===== config.mk =====
export PLATFORM = sky130hd
export DESIGN_NAME = nif_flags_top
export DESIGN_NICKNAME = d
export VERILOG_FILES = /design/src/nif_pkg.sv /design/src/nif_flag_if.sv /design/src/nif_flag_bank.sv /design/src/nif_guard_timer.sv /design/src/nif_flags_top.sv
export SDC_FILE = /design/constraint.sdc
export NUM_CORES = 1
export LEC_CHECK = 0
export ABC_AREA = 0
export ABC_CLOCK_PERIOD_IN_PS = 2300
export BUFFER_PORTS_ARGS = -buffer_cell sky130_fd_sc_hd__buf_2
export CORE_MARGIN = 1.5
export CORE_UTILIZATION = 40
export DETAILED_ROUTE_END_ITERATION = 8
export PLACE_DENSITY = 0.61
export SETUP_SLACK_MARGIN = 0.4
export SLEW_MARGIN = 10
export SYNTH_ARGS = -nofsm -noshare
export SYNTH_HDL_FRONTEND = slang
export SYNTH_HIERARCHICAL = 1
export SYNTH_SLANG_ARGS = --single-unit
export TNS_END_PERCENT = 1

===== constraint.sdc =====
create_clock -name mclk_i -period 2.3 [get_ports mclk_i]
set_clock_uncertainty 0.2 [all_clocks]
set_input_delay 0.46 -clock mclk_i [delete_from_list [all_inputs] [get_ports mclk_i]]
set_output_delay 0.46 -clock mclk_i [all_outputs]
set_load 0.005 [all_outputs]

===== src/nif_pkg.sv =====
// constants, types and the rule summary for the nfc interrupt flag block
// What this block does
// - oscillator-stable flag, main bit 7, set once started oscillator becomes stable
// - fifo level flag set while receiving with more than 300 bytes buffered
// - fifo level flag set while transmitting with fewer than 200 bytes left
// - main bits 5,4,3,2 latch rx start, rx end, tx end, collision
// - restart flag set when a disturbance frame is dropped and reception restarts
// - timer bits 7,6,5 latch command done, no-response and general timer expiry
// - separate flags for external field rising above and falling below level
// - collision-avoidance collision flagged; host reads it clear before starting avoidance
// - guard-time flag only after own field on and minimum guard time elapsed
// - target mode bit-rate-recognized flag set once initiator rate identified
// - reading timer or target register returns flags then clears them
// - reading main register clears error register; otherwise it holds
// - soft framing flag separate from crc bit 7 and parity bit 6
// - hard framing error reported in error register bit 4
// - wake timer flag on timeout only when flag-every-timeout option selected
// - separate flags for amplitude, phase, capacitance reference deviations
// - slot low flag raised when four unused slot numbers remain
// - field-on event flag after collision-free avoidance turned own field on
// - target end-of-receive flag when automatic anticollision or sensf answer sent
// - 212/424 target-active flag after automatic sensf_req answer sent
// - separate flags for entering type-a active and starred active states
// - mask bit 1 keeps its flag off the interrupt request
package nif_pkg;

  // register offsets
  localparam logic [7:0] ADDR_GUARD = 8'h15;
  localparam logic [7:0] ADDR_MASK_MAIN = 8'h16;
  localparam logic [7:0] ADDR_MASK_TF = 8'h17;
  localparam logic [7:0] ADDR_MASK_ERR = 8'h18;
  localparam logic [7:0] ADDR_MASK_TGT = 8'h19;
  localparam logic [7:0] ADDR_MAIN = 8'h1a;
  localparam logic [7:0] ADDR_TF = 8'h1b;
  localparam logic [7:0] ADDR_ERR = 8'h1c;
  localparam logic [7:0] ADDR_TGT = 8'h1d;

  // main register bit positions
  localparam int MAIN_OSC = 7;
  localparam int MAIN_FIFO = 6;
  localparam int MAIN_RXS = 5;
  localparam int MAIN_RXE = 4;
  localparam int MAIN_TXE = 3;
  localparam int MAIN_COL = 2;
  localparam int MAIN_REST = 1;

  // timer and field register bit positions
  localparam int TF_DCT = 7;
  localparam int TF_NRE = 6;
  localparam int TF_GPE = 5;
  localparam int TF_EON = 4;
  localparam int TF_EOF = 3;
  localparam int TF_CAC = 2;
  localparam int TF_CAT = 1;
  localparam int TF_RATE = 0;

  // error and wake-up register bit positions
  localparam int ERR_CRC = 7;
  localparam int ERR_PAR = 6;
  localparam int ERR_SOFT = 5;
  localparam int ERR_HARD = 4;
  localparam int ERR_WT = 3;
  localparam int ERR_WAM = 2;
  localparam int ERR_WPH = 1;
  localparam int ERR_WCAP = 0;

  // target register bit positions
  localparam int TGT_SLOT = 6;
  localparam int TGT_APON = 5;
  localparam int TGT_RXE = 4;
  localparam int TGT_FACT = 3;
  localparam int TGT_ASTAR = 1;
  localparam int TGT_ACT = 0;

  // implemented bits; reserved bits read zero
  localparam logic [7:0] MAIN_USED = 8'hfe;
  localparam logic [7:0] TF_USED = 8'hff;
  localparam logic [7:0] ERR_USED = 8'hff;
  localparam logic [7:0] TGT_USED = 8'h7b;

  // reset values
  localparam logic [7:0] FLAG_RST = 8'h00;
  localparam logic [7:0] MASK_RST = 8'h00;
  localparam logic [7:0] GUARD_RST = 8'h33;

  // thresholds and state codes
  localparam logic [9:0] FIFO_RX_HIGH = 10'h12c;
  localparam logic [9:0] FIFO_TX_LOW = 10'h0c8;
  localparam logic [4:0] SLOT_LOW = 5'h04;
  localparam logic [3:0] PTA_ACTIVE = 4'h5;
  localparam logic [3:0] PTA_ACTIVE_STAR = 4'hd;

  // guard timing: base time plus register steps
  localparam int CLK_PERIOD_NS = 8;
  localparam int GUARD_BASE_NS = 75000;
  localparam int GUARD_STEP_NS = 151000;
  localparam int GUARD_BASE_CYC = (GUARD_BASE_NS + CLK_PERIOD_NS - 1) / CLK_PERIOD_NS;
  localparam int GUARD_STEP_CYC = (GUARD_STEP_NS + CLK_PERIOD_NS - 1) / CLK_PERIOD_NS;

  // guard timer states
  typedef enum logic [1:0] {
    GT_IDLE = 2'b00,
    GT_BASE = 2'b01,
    GT_STEP = 2'b10
  } nif_gt_state_t;

endpackage : nif_pkg


===== src/nif_flag_if.sv =====
// set, clear and flag vector shared by the top and one flag bank
`timescale 1ns/1ps
`default_nettype none
interface nif_flag_if;
  logic [7:0] set;
  logic [7:0] clr;
  logic [7:0] flags;
  modport bank (input set, input clr, output flags);
  modport ctl (output set, output clr, input flags);
endinterface : nif_flag_if
`default_nettype wire


===== src/nif_flag_bank.sv =====
// one 8-bit bank of sticky event flags
`timescale 1ns/1ps
`default_nettype none
module nif_flag_bank
  import nif_pkg::*;
#(
  parameter logic [7:0] USED = 8'hff
) (
  // clock, reset and enable
  input wire logic mclk_i,
  input wire logic nrst_i,
  input wire logic ce_i,
  // set, clear and flags
  nif_flag_if.bank fl
);

  logic [7:0] flags_q;

  // set beats clear so an event in the clearing cycle survives
  always_ff @(posedge mclk_i or negedge nrst_i) begin
    if (!nrst_i) begin
      flags_q <= FLAG_RST;
    end else if (ce_i) begin
      flags_q <= ((flags_q & ~fl.clr) | fl.set) & USED;
    end
  end

  assign fl.flags = flags_q;

endmodule : nif_flag_bank
`default_nettype wire


===== src/nif_guard_timer.sv =====
// field-on guard timer: base time then a number of register steps
`timescale 1ns/1ps
`default_nettype none
module nif_guard_timer
  import nif_pkg::*;
#(
  parameter int BASE_CYC = GUARD_BASE_CYC,
  parameter int STEP_CYC = GUARD_STEP_CYC
) (
  // clock, reset and enable
  input wire logic mclk_i,
  input wire logic nrst_i,
  input wire logic ce_i,
  // control
  input wire logic start_i,
  input wire logic [7:0] steps_i,
  output logic done_o
);

  nif_gt_state_t state_q;
  logic [15:0] cnt_q;
  logic [7:0] steps_q;
  logic done_q;

  // a new start restarts the wait; steps are sampled at start only
  always_ff @(posedge mclk_i or negedge nrst_i) begin
    if (!nrst_i) begin
      state_q <= GT_IDLE;
      cnt_q <= 16'h0000;
      steps_q <= 8'h00;
      done_q <= 1'b0;
    end else if (ce_i) begin
      done_q <= 1'b0;
      if (start_i) begin
        state_q <= GT_BASE;
        cnt_q <= 16'h0000;
        steps_q <= steps_i;
      end else begin
        unique case (state_q)
          GT_IDLE: begin
            cnt_q <= 16'h0000;
          end
          GT_BASE: begin
            if (cnt_q == 16'(BASE_CYC - 1)) begin
              cnt_q <= 16'h0000;
              if (steps_q == 8'h00) begin
                state_q <= GT_IDLE;
                done_q <= 1'b1;
              end else begin
                state_q <= GT_STEP;
              end
            end else begin
              cnt_q <= cnt_q + 16'h0001;
            end
          end
          GT_STEP: begin
            if (cnt_q == 16'(STEP_CYC - 1)) begin
              cnt_q <= 16'h0000;
              steps_q <= steps_q - 8'h01;
              if (steps_q == 8'h01) begin
                state_q <= GT_IDLE;
                done_q <= 1'b1;
              end
            end else begin
              cnt_q <= cnt_q + 16'h0001;
            end
          end
          default: begin
            state_q <= GT_IDLE;
          end
        endcase
      end
    end
  end

  assign done_o = done_q;

endmodule : nif_guard_timer
`default_nettype wire


===== src/nif_flags_top.sv =====
// nfc interrupt flag registers with masks, read-clear and request output
`timescale 1ns/1ps
`default_nettype none
module nif_flags_top
  import nif_pkg::*;
#(
  parameter int GUARD_BASE_CYCLES = GUARD_BASE_CYC,
  parameter int GUARD_STEP_CYCLES = GUARD_STEP_CYC
) (
  // clock, reset, enable
  input wire logic mclk_i,
  input wire logic nrst_i,
  input wire logic ce_i,
  // register port
  input wire logic [7:0] reg_addr_i,
  input wire logic [7:0] reg_wdata_i,
  input wire logic reg_wr_i,
  input wire logic reg_rd_i,
  output logic [7:0] reg_rdata_o,
  // oscillator
  input wire logic osc_en_i,
  input wire logic osc_stable_i,
  // fifo fill state
  input wire logic rx_active_i,
  input wire logic tx_active_i,
  input wire logic [9:0] fifo_count_i,
  // frame events, one-cycle pulses
  input wire logic rx_start_i,
  input wire logic rx_end_i,
  input wire logic tx_end_i,
  input wire logic bit_col_i,
  input wire logic disturbance_frame_i,
  // timer events, one-cycle pulses
  input wire logic cmd_done_i,
  input wire logic nrt_expire_i,
  input wire logic gpt_expire_i,
  // external field and collision avoidance
  input wire logic ext_field_i,
  input wire logic ca_collision_i,
  input wire logic ca_field_on_i,
  input wire logic bitrate_found_i,
  // receive errors, one-cycle pulses
  input wire logic crc_err_i,
  input wire logic parity_err_i,
  input wire logic soft_framing_i,
  input wire logic hard_framing_i,
  // wake-up events
  input wire logic wake_timeout_i,
  input wire logic wake_every_i,
  input wire logic wake_amp_i,
  input wire logic wake_phase_i,
  input wire logic wake_cap_i,
  // passive target
  input wire logic [4:0] unused_slots_i,
  input wire logic pt_auto_resp_i,
  input wire logic nfcf_resp_sent_i,
  input wire logic [3:0] pta_state_i,
  // interrupt request
  output logic irq_o
);

  // rising-edge helper used by the oscillator, fifo, field and slot level sources
  function automatic logic rise(input logic cur, input logic prev);
    rise = cur & ~prev;
  endfunction : rise

  // one flag carrier per register
  nif_flag_if main_if ();
  nif_flag_if tf_if ();
  nif_flag_if err_if ();
  nif_flag_if tgt_if ();

  // software registers
  logic [7:0] mask_main_q;
  logic [7:0] mask_tf_q;
  logic [7:0] mask_err_q;
  logic [7:0] mask_tgt_q;
  logic [7:0] guard_q;
  logic [7:0] rdata_q;
  logic irq_q;

  // previous samples of level sources
  logic osc_ok_q;
  logic fifo_lvl_q;
  logic field_q;
  logic slot_low_q;
  logic [3:0] pta_state_q;

  // decoded conditions
  logic osc_ok;
  logic fifo_lvl;
  logic slot_low;
  logic guard_done;
  logic enter_act;
  logic enter_act_star;

  // read strobes for the main, timer and target registers
  logic rd_main;
  logic rd_tf;
  logic rd_tgt;

  // flag storage banks
  nif_flag_bank #(
    .USED(MAIN_USED)
  ) u_main_bank (
    .mclk_i(mclk_i),
    .nrst_i(nrst_i),
    .ce_i(ce_i),
    .fl(main_if.bank)
  );

  nif_flag_bank #(
    .USED(TF_USED)
  ) u_tf_bank (
    .mclk_i(mclk_i),
    .nrst_i(nrst_i),
    .ce_i(ce_i),
    .fl(tf_if.bank)
  );

  nif_flag_bank #(
    .USED(ERR_USED)
  ) u_err_bank (
    .mclk_i(mclk_i),
    .nrst_i(nrst_i),
    .ce_i(ce_i),
    .fl(err_if.bank)
  );

  nif_flag_bank #(
    .USED(TGT_USED)
  ) u_tgt_bank (
    .mclk_i(mclk_i),
    .nrst_i(nrst_i),
    .ce_i(ce_i),
    .fl(tgt_if.bank)
  );

  // guard timer is started by the own-field-on event after avoidance
  // steps are taken at start, so a later write waits for the next start
  nif_guard_timer #(
    .BASE_CYC(GUARD_BASE_CYCLES),
    .STEP_CYC(GUARD_STEP_CYCLES)
  ) u_guard (
    .mclk_i(mclk_i),
    .nrst_i(nrst_i),
    .ce_i(ce_i),
    .start_i(ca_field_on_i),
    .steps_i(guard_q),
    .done_o(guard_done)
  );

  // level conditions; each flag fires once per entry, not every cycle
  assign osc_ok = osc_en_i & osc_stable_i;
  assign fifo_lvl = (rx_active_i & (fifo_count_i > FIFO_RX_HIGH)) |
                    (tx_active_i & (fifo_count_i < FIFO_TX_LOW));
  assign slot_low = (unused_slots_i == SLOT_LOW);
  assign enter_act = (pta_state_i == PTA_ACTIVE) & (pta_state_q != PTA_ACTIVE);
  assign enter_act_star = (pta_state_i == PTA_ACTIVE_STAR) &
                          (pta_state_q != PTA_ACTIVE_STAR);

  // history of level sources for edge detection
  // a level already high at release sets its flag on the first edge
  always_ff @(posedge mclk_i or negedge nrst_i) begin
    if (!nrst_i) begin
      osc_ok_q <= 1'b0;
      fifo_lvl_q <= 1'b0;
      field_q <= 1'b0;
      slot_low_q <= 1'b0;
      pta_state_q <= 4'h0;
    end else if (ce_i) begin
      osc_ok_q <= osc_ok;
      fifo_lvl_q <= fifo_lvl;
      field_q <= ext_field_i;
      slot_low_q <= slot_low;
      pta_state_q <= pta_state_i;
    end
  end

  // main register sources
  always_comb begin
    // reserved bit 0 is never set
    main_if.set = 8'h00;

    main_if.set[MAIN_OSC] = rise(osc_ok, osc_ok_q);

    main_if.set[MAIN_FIFO] = rise(fifo_lvl, fifo_lvl_q);

    main_if.set[MAIN_RXS] = rx_start_i;
    main_if.set[MAIN_RXE] = rx_end_i;
    main_if.set[MAIN_TXE] = tx_end_i;
    main_if.set[MAIN_COL] = bit_col_i;

    main_if.set[MAIN_REST] = disturbance_frame_i;
  end

  // timer and field register sources
  always_comb begin
    tf_if.set = 8'h00;

    tf_if.set[TF_DCT] = cmd_done_i;
    tf_if.set[TF_NRE] = nrt_expire_i;
    tf_if.set[TF_GPE] = gpt_expire_i;

    // a drop is a rise of the inverted field level
    // field rise and drop
    tf_if.set[TF_EON] = rise(ext_field_i, field_q);
    tf_if.set[TF_EOF] = rise(field_q, ext_field_i);

    tf_if.set[TF_CAC] = ca_collision_i;

    tf_if.set[TF_CAT] = guard_done;

    tf_if.set[TF_RATE] = bitrate_found_i;
  end

  // error and wake-up register sources
  always_comb begin
    err_if.set = 8'h00;

    err_if.set[ERR_CRC] = crc_err_i;
    err_if.set[ERR_PAR] = parity_err_i;
    err_if.set[ERR_SOFT] = soft_framing_i;

    err_if.set[ERR_HARD] = hard_framing_i;

    // the option gates the event, so a flag already set stays
    // wake timer option gate
    err_if.set[ERR_WT] = wake_timeout_i & wake_every_i;

    err_if.set[ERR_WAM] = wake_amp_i;
    err_if.set[ERR_WPH] = wake_phase_i;
    err_if.set[ERR_WCAP] = wake_cap_i;
  end

  // passive target register sources
  always_comb begin
    tgt_if.set = 8'h00;

    tgt_if.set[TGT_SLOT] = rise(slot_low, slot_low_q);

    tgt_if.set[TGT_APON] = ca_field_on_i;

    tgt_if.set[TGT_RXE] = pt_auto_resp_i;

    tgt_if.set[TGT_FACT] = nfcf_resp_sent_i;

    tgt_if.set[TGT_ASTAR] = enter_act_star;
    tgt_if.set[TGT_ACT] = enter_act;
  end

  // read decode; a read with the enable low is dropped whole
  assign rd_main = reg_rd_i & (reg_addr_i == ADDR_MAIN);
  assign rd_tf = reg_rd_i & (reg_addr_i == ADDR_TF);
  assign rd_tgt = reg_rd_i & (reg_addr_i == ADDR_TGT);

  assign tf_if.clr = {8{rd_tf}};
  assign tgt_if.clr = {8{rd_tgt}};
  // main read clears main and error
  assign main_if.clr = {8{rd_main}};
  assign err_if.clr = {8{rd_main}};

  // mask and guard step registers, written by software
  always_ff @(posedge mclk_i or negedge nrst_i) begin
    if (!nrst_i) begin
      mask_main_q <= MASK_RST;
      mask_tf_q <= MASK_RST;
      mask_err_q <= MASK_RST;
      mask_tgt_q <= MASK_RST;
      guard_q <= GUARD_RST;
    end else if (ce_i && reg_wr_i) begin
      unique case (reg_addr_i)
        ADDR_GUARD: guard_q <= reg_wdata_i;
        // reserved mask bits are dropped so they read back as zero
        ADDR_MASK_MAIN: mask_main_q <= reg_wdata_i & MAIN_USED;
        ADDR_MASK_TF: mask_tf_q <= reg_wdata_i & TF_USED;
        ADDR_MASK_ERR: mask_err_q <= reg_wdata_i & ERR_USED;
        ADDR_MASK_TGT: mask_tgt_q <= reg_wdata_i & TGT_USED;
        // flag registers are read-only; other addresses ignore writes
        default: begin
        end
      endcase
    end
  end

  // read data: value before the clear, valid the cycle after the strobe
  always_ff @(posedge mclk_i or negedge nrst_i) begin
    if (!nrst_i) begin
      rdata_q <= 8'h00;
    end else if (ce_i) begin
      if (reg_rd_i) begin
        unique case (reg_addr_i)
          ADDR_GUARD: rdata_q <= guard_q;
          ADDR_MASK_MAIN: rdata_q <= mask_main_q;
          ADDR_MASK_TF: rdata_q <= mask_tf_q;
          ADDR_MASK_ERR: rdata_q <= mask_err_q;
          ADDR_MASK_TGT: rdata_q <= mask_tgt_q;
          ADDR_MAIN: rdata_q <= main_if.flags;
          ADDR_TF: rdata_q <= tf_if.flags;
          ADDR_ERR: rdata_q <= err_if.flags;
          ADDR_TGT: rdata_q <= tgt_if.flags;
          // unmapped places read zero
          default: rdata_q <= 8'h00;
        endcase
      end else begin
        rdata_q <= 8'h00;
      end
    end
  end

  // request follows stored flags and masks, so it drops only after the clearing read or a mask write
  always_ff @(posedge mclk_i or negedge nrst_i) begin
    if (!nrst_i) begin
      irq_q <= 1'b0;
    end else if (ce_i) begin
      irq_q <= |(main_if.flags & ~mask_main_q) |
               |(tf_if.flags & ~mask_tf_q) |
               |(err_if.flags & ~mask_err_q) |
               |(tgt_if.flags & ~mask_tgt_q);
    end
  end

  assign reg_rdata_o = rdata_q;
  assign irq_o = irq_q;

endmodule : nif_flags_top
`default_nettype wire


==> results.yml <==
outcome:
  status: "completed"
routing:
  vias: 5236
  ant_nets: 0
  drc: 0
  routedWlPerCell_microns: 19.4
  dr.pass1.iters: 7
  wirelength_met1_microns: 8010
  wirelength_microns: 17600
  wl_met3_microns: 837
  drt-initial-drc-count: 426
  topRoutingLayerUsed: "met4"
  wl_met2_microns: 8460
  vias_per_cell: 5.78
place:
  gp_congestion: 0.944
  portBuffers: 75
  place_ws_ns: -0.0937
  post_dp_cell_area_sq_um: 7030
  dp_hpwl_microns: 13300
worst_hold_path:
  hold_path_class: "in2reg"
  min_path_cells: 2
  hold_path_end: "u_main_bank/fl.flags[2]"
  min_from: "bit_col_i"
sta:
  fmax_mhz: 440
  layout_setup_ws_ns: 0.0291
  setup_violations: 0
  maxSlewViolCount: 0
  maxSlewHeadroom: 0.467
  min_period_ns: 2.27
  setup_tns_ns: 0
  hold_violations: 0
  tightest_slew_ns: 0.798
  rsz0062_at_grt: "yes"
  min_period_over_period: 0.987
cts:
  h-tree-depth: 3
  clk_pin_slew_ns: 0.09
  cts_num_sinks: 110
  tritoncts: "built"
  cts_buffers: 9
  clockRootBuffer: "clkbuf_16"
  clock_latency_ns: 0.37
  clk_path_buf_depth: 2
floorplanning:
  pin_count: 76
  initial_utilization: 0.409
  die_h_microns: 127
  coreArea_sq_um: 15100
  dieWidth_microns: 127
  die-area_sq_um: 16200
  row_count: 45
setup_path:
  crit_path_cell_trace: "or3b_4 -> or4_4 -> a2bb2oi_4 -> nor2_4 -> a22o_1"
  worstSetupStartpointType: "flop"
  ff2ff_path_depth: 5
  worstSetupEndpointType: "flop"
  critPathMaxFanout: 7
  crit_type: "reg2reg"
  r2r-start: "u_guard/cnt_q[14]"
  worst_r2r_endpoint: "u_guard/cnt_q[5]"
  critPathMaxStageDelay_ns: 0.55
  r2r_slack_ns: 0.03
  required_ns: 2.34
  cp_slowest_cell: "or4_4"
  worstPathArrival_ns: 2.32
finish:
  drive_gt1_frac: 0.344
  area_growth_pct: 23.6
  fin_nets: 787
  antenna_cells: 0
  fin_util: 0.505
  stdcell_area_sq_um: 7650
power_and_ir_drop:
  peakVddDrop_mv: 0.448
  p_per_area_nw_per_um2: 618
  finalPower_w: 0.00473
  power.static_leakage_nw: 3.61
global_routing:
  grt_pass1_wl_microns: 27800
  gr-total-overflow: 0
  antenna_found_initial: 0
  grt_use_total: 0.223
  grt_pass1_vias: 5096
  grt_max_degree: 49
synthesis:
  yosys_warnings: 6
  syn_area_sq_um: 6190
  syn_inst: 607
  syn_avg_cell_area_sq_um: 10.2
flow_run:
  maxCapViolations: 0
-- worst max-delay path, delay by kind of cell, from the launching register on --
family,cells,cell delay [ns]
AO/OA/AOI/OAI,2,0.53
flip-flops,1,0.38
AND/OR/NAND/NOR,3,1.06
-- per-layer routing --
metal / vias up / global-route usage
li1: 2463 / -
met1: 2610 / 0.305
met2: 147 / 0.359
met3: 16 / 0.0490
met4: 0 / 0.0575
met5: - / 0
-- layout make-up --
| class | instances | area (sq um) |
|---|---|---|
| fill | 1358 | 7490 |
| clock inverter | 7 | 77.6 |
| sequential | 110 | 2760 |
| tap | 188 | 235 |
| clock buffer | 9 | 225 |
| inverter | 37 | 139 |
| timing repair buffer | 127 | 868 |
| multi-input combinational | 428 | 3350 |
-- power by group --
group | internal, W | switching, W | total, W
registers | 0.00203 | 0.0000992 | 0.00213
clock network | 0.000772 | 0.000802 | 0.00157
logic | 0.000445 | 0.000577 | 0.00102
-- sequential cells by signal, summed over array words and instances (netlist names) --
name,cells
field_q,1
fifo_lvl_q,1
guard_q,8
irq_o,1
mask_err_q,8
mask_main_q,7
mask_tf_q,8
mask_tgt_q,6
osc_ok_q,1
pta_state_q,4
reg_rdata_o,8
slot_low_q,1
u_err_bank/fl.flags,8
u_guard/cnt_q,16
u_guard/done_o,1
u_guard/state_q,2
u_guard/steps_q,8
u_main_bank/fl.flags,7
u_tf_bank/fl.flags,8
u_tgt_bank/fl.flags,6
-- worst max path at each step --
| stage | startpoint | to | slack [ns] | depth (start not counted) |
|---|---|---|---|---|
| 2_1_floorplan | reg_addr_i[6] | mask_main_q[1] | 0.07 | 4 |
| 3_3_place_gp | reg_addr_i[6] | mask_tgt_q[4] | -0.05 | 5 |
| 6_report | u_guard/cnt_q[14] | u_guard/cnt_q[5] | 0.03 | 5 |
| 4_1_cts | u_guard/cnt_q[14] | u_guard/cnt_q[5] | -0.02 | 5 |
| 3_5_place_dp | reg_addr_i[6] | u_tf_bank/fl.flags[3] | -0.09 | 7 |
| 5_1_grt | u_guard/cnt_q[14] | u_guard/cnt_q[5] | -0.04 | 5 |
-- placed cells by master, fill, tap and decap left out, drive strengths merged, types with 5 or more instances in the layout --
cell type  count
clkinv         5
a22o          38
nand2b        13
nand3b        10
mux2i         16
clkbuf         9
dfrtp        106
inv           38
o2bb2ai        8
nor2          33
nor2b          9
o311ai         6
ha             7
nand3         22
nor3           7
a222oi         8
nor4           9
o21ai         17
nand2         71
a211oi         5
buf          126
mux2          42
a22oi         13
nand4          9
a21oi         11
o22ai         14
-- through the flow --
step                      hold WS [ns]  cells
after floorplan                -0.0356    608
after global placement           0.239    886
after detailed placement         0.245    886
after CTS                        0.102    904
after global routing             0.108    906
final                            0.108    906
-- repair_timing --
action / in CTS / in global routing
gates resized for setup: 33 / 46
pin swaps: 25 / 36
setup buffers: 1 / 2
hold endpoints to repair: 30 / 0
setup endpoints to repair: 75 / 68
hold buffers: 1 / 0
No activity file was read; power rests on OpenSTA's default activity.
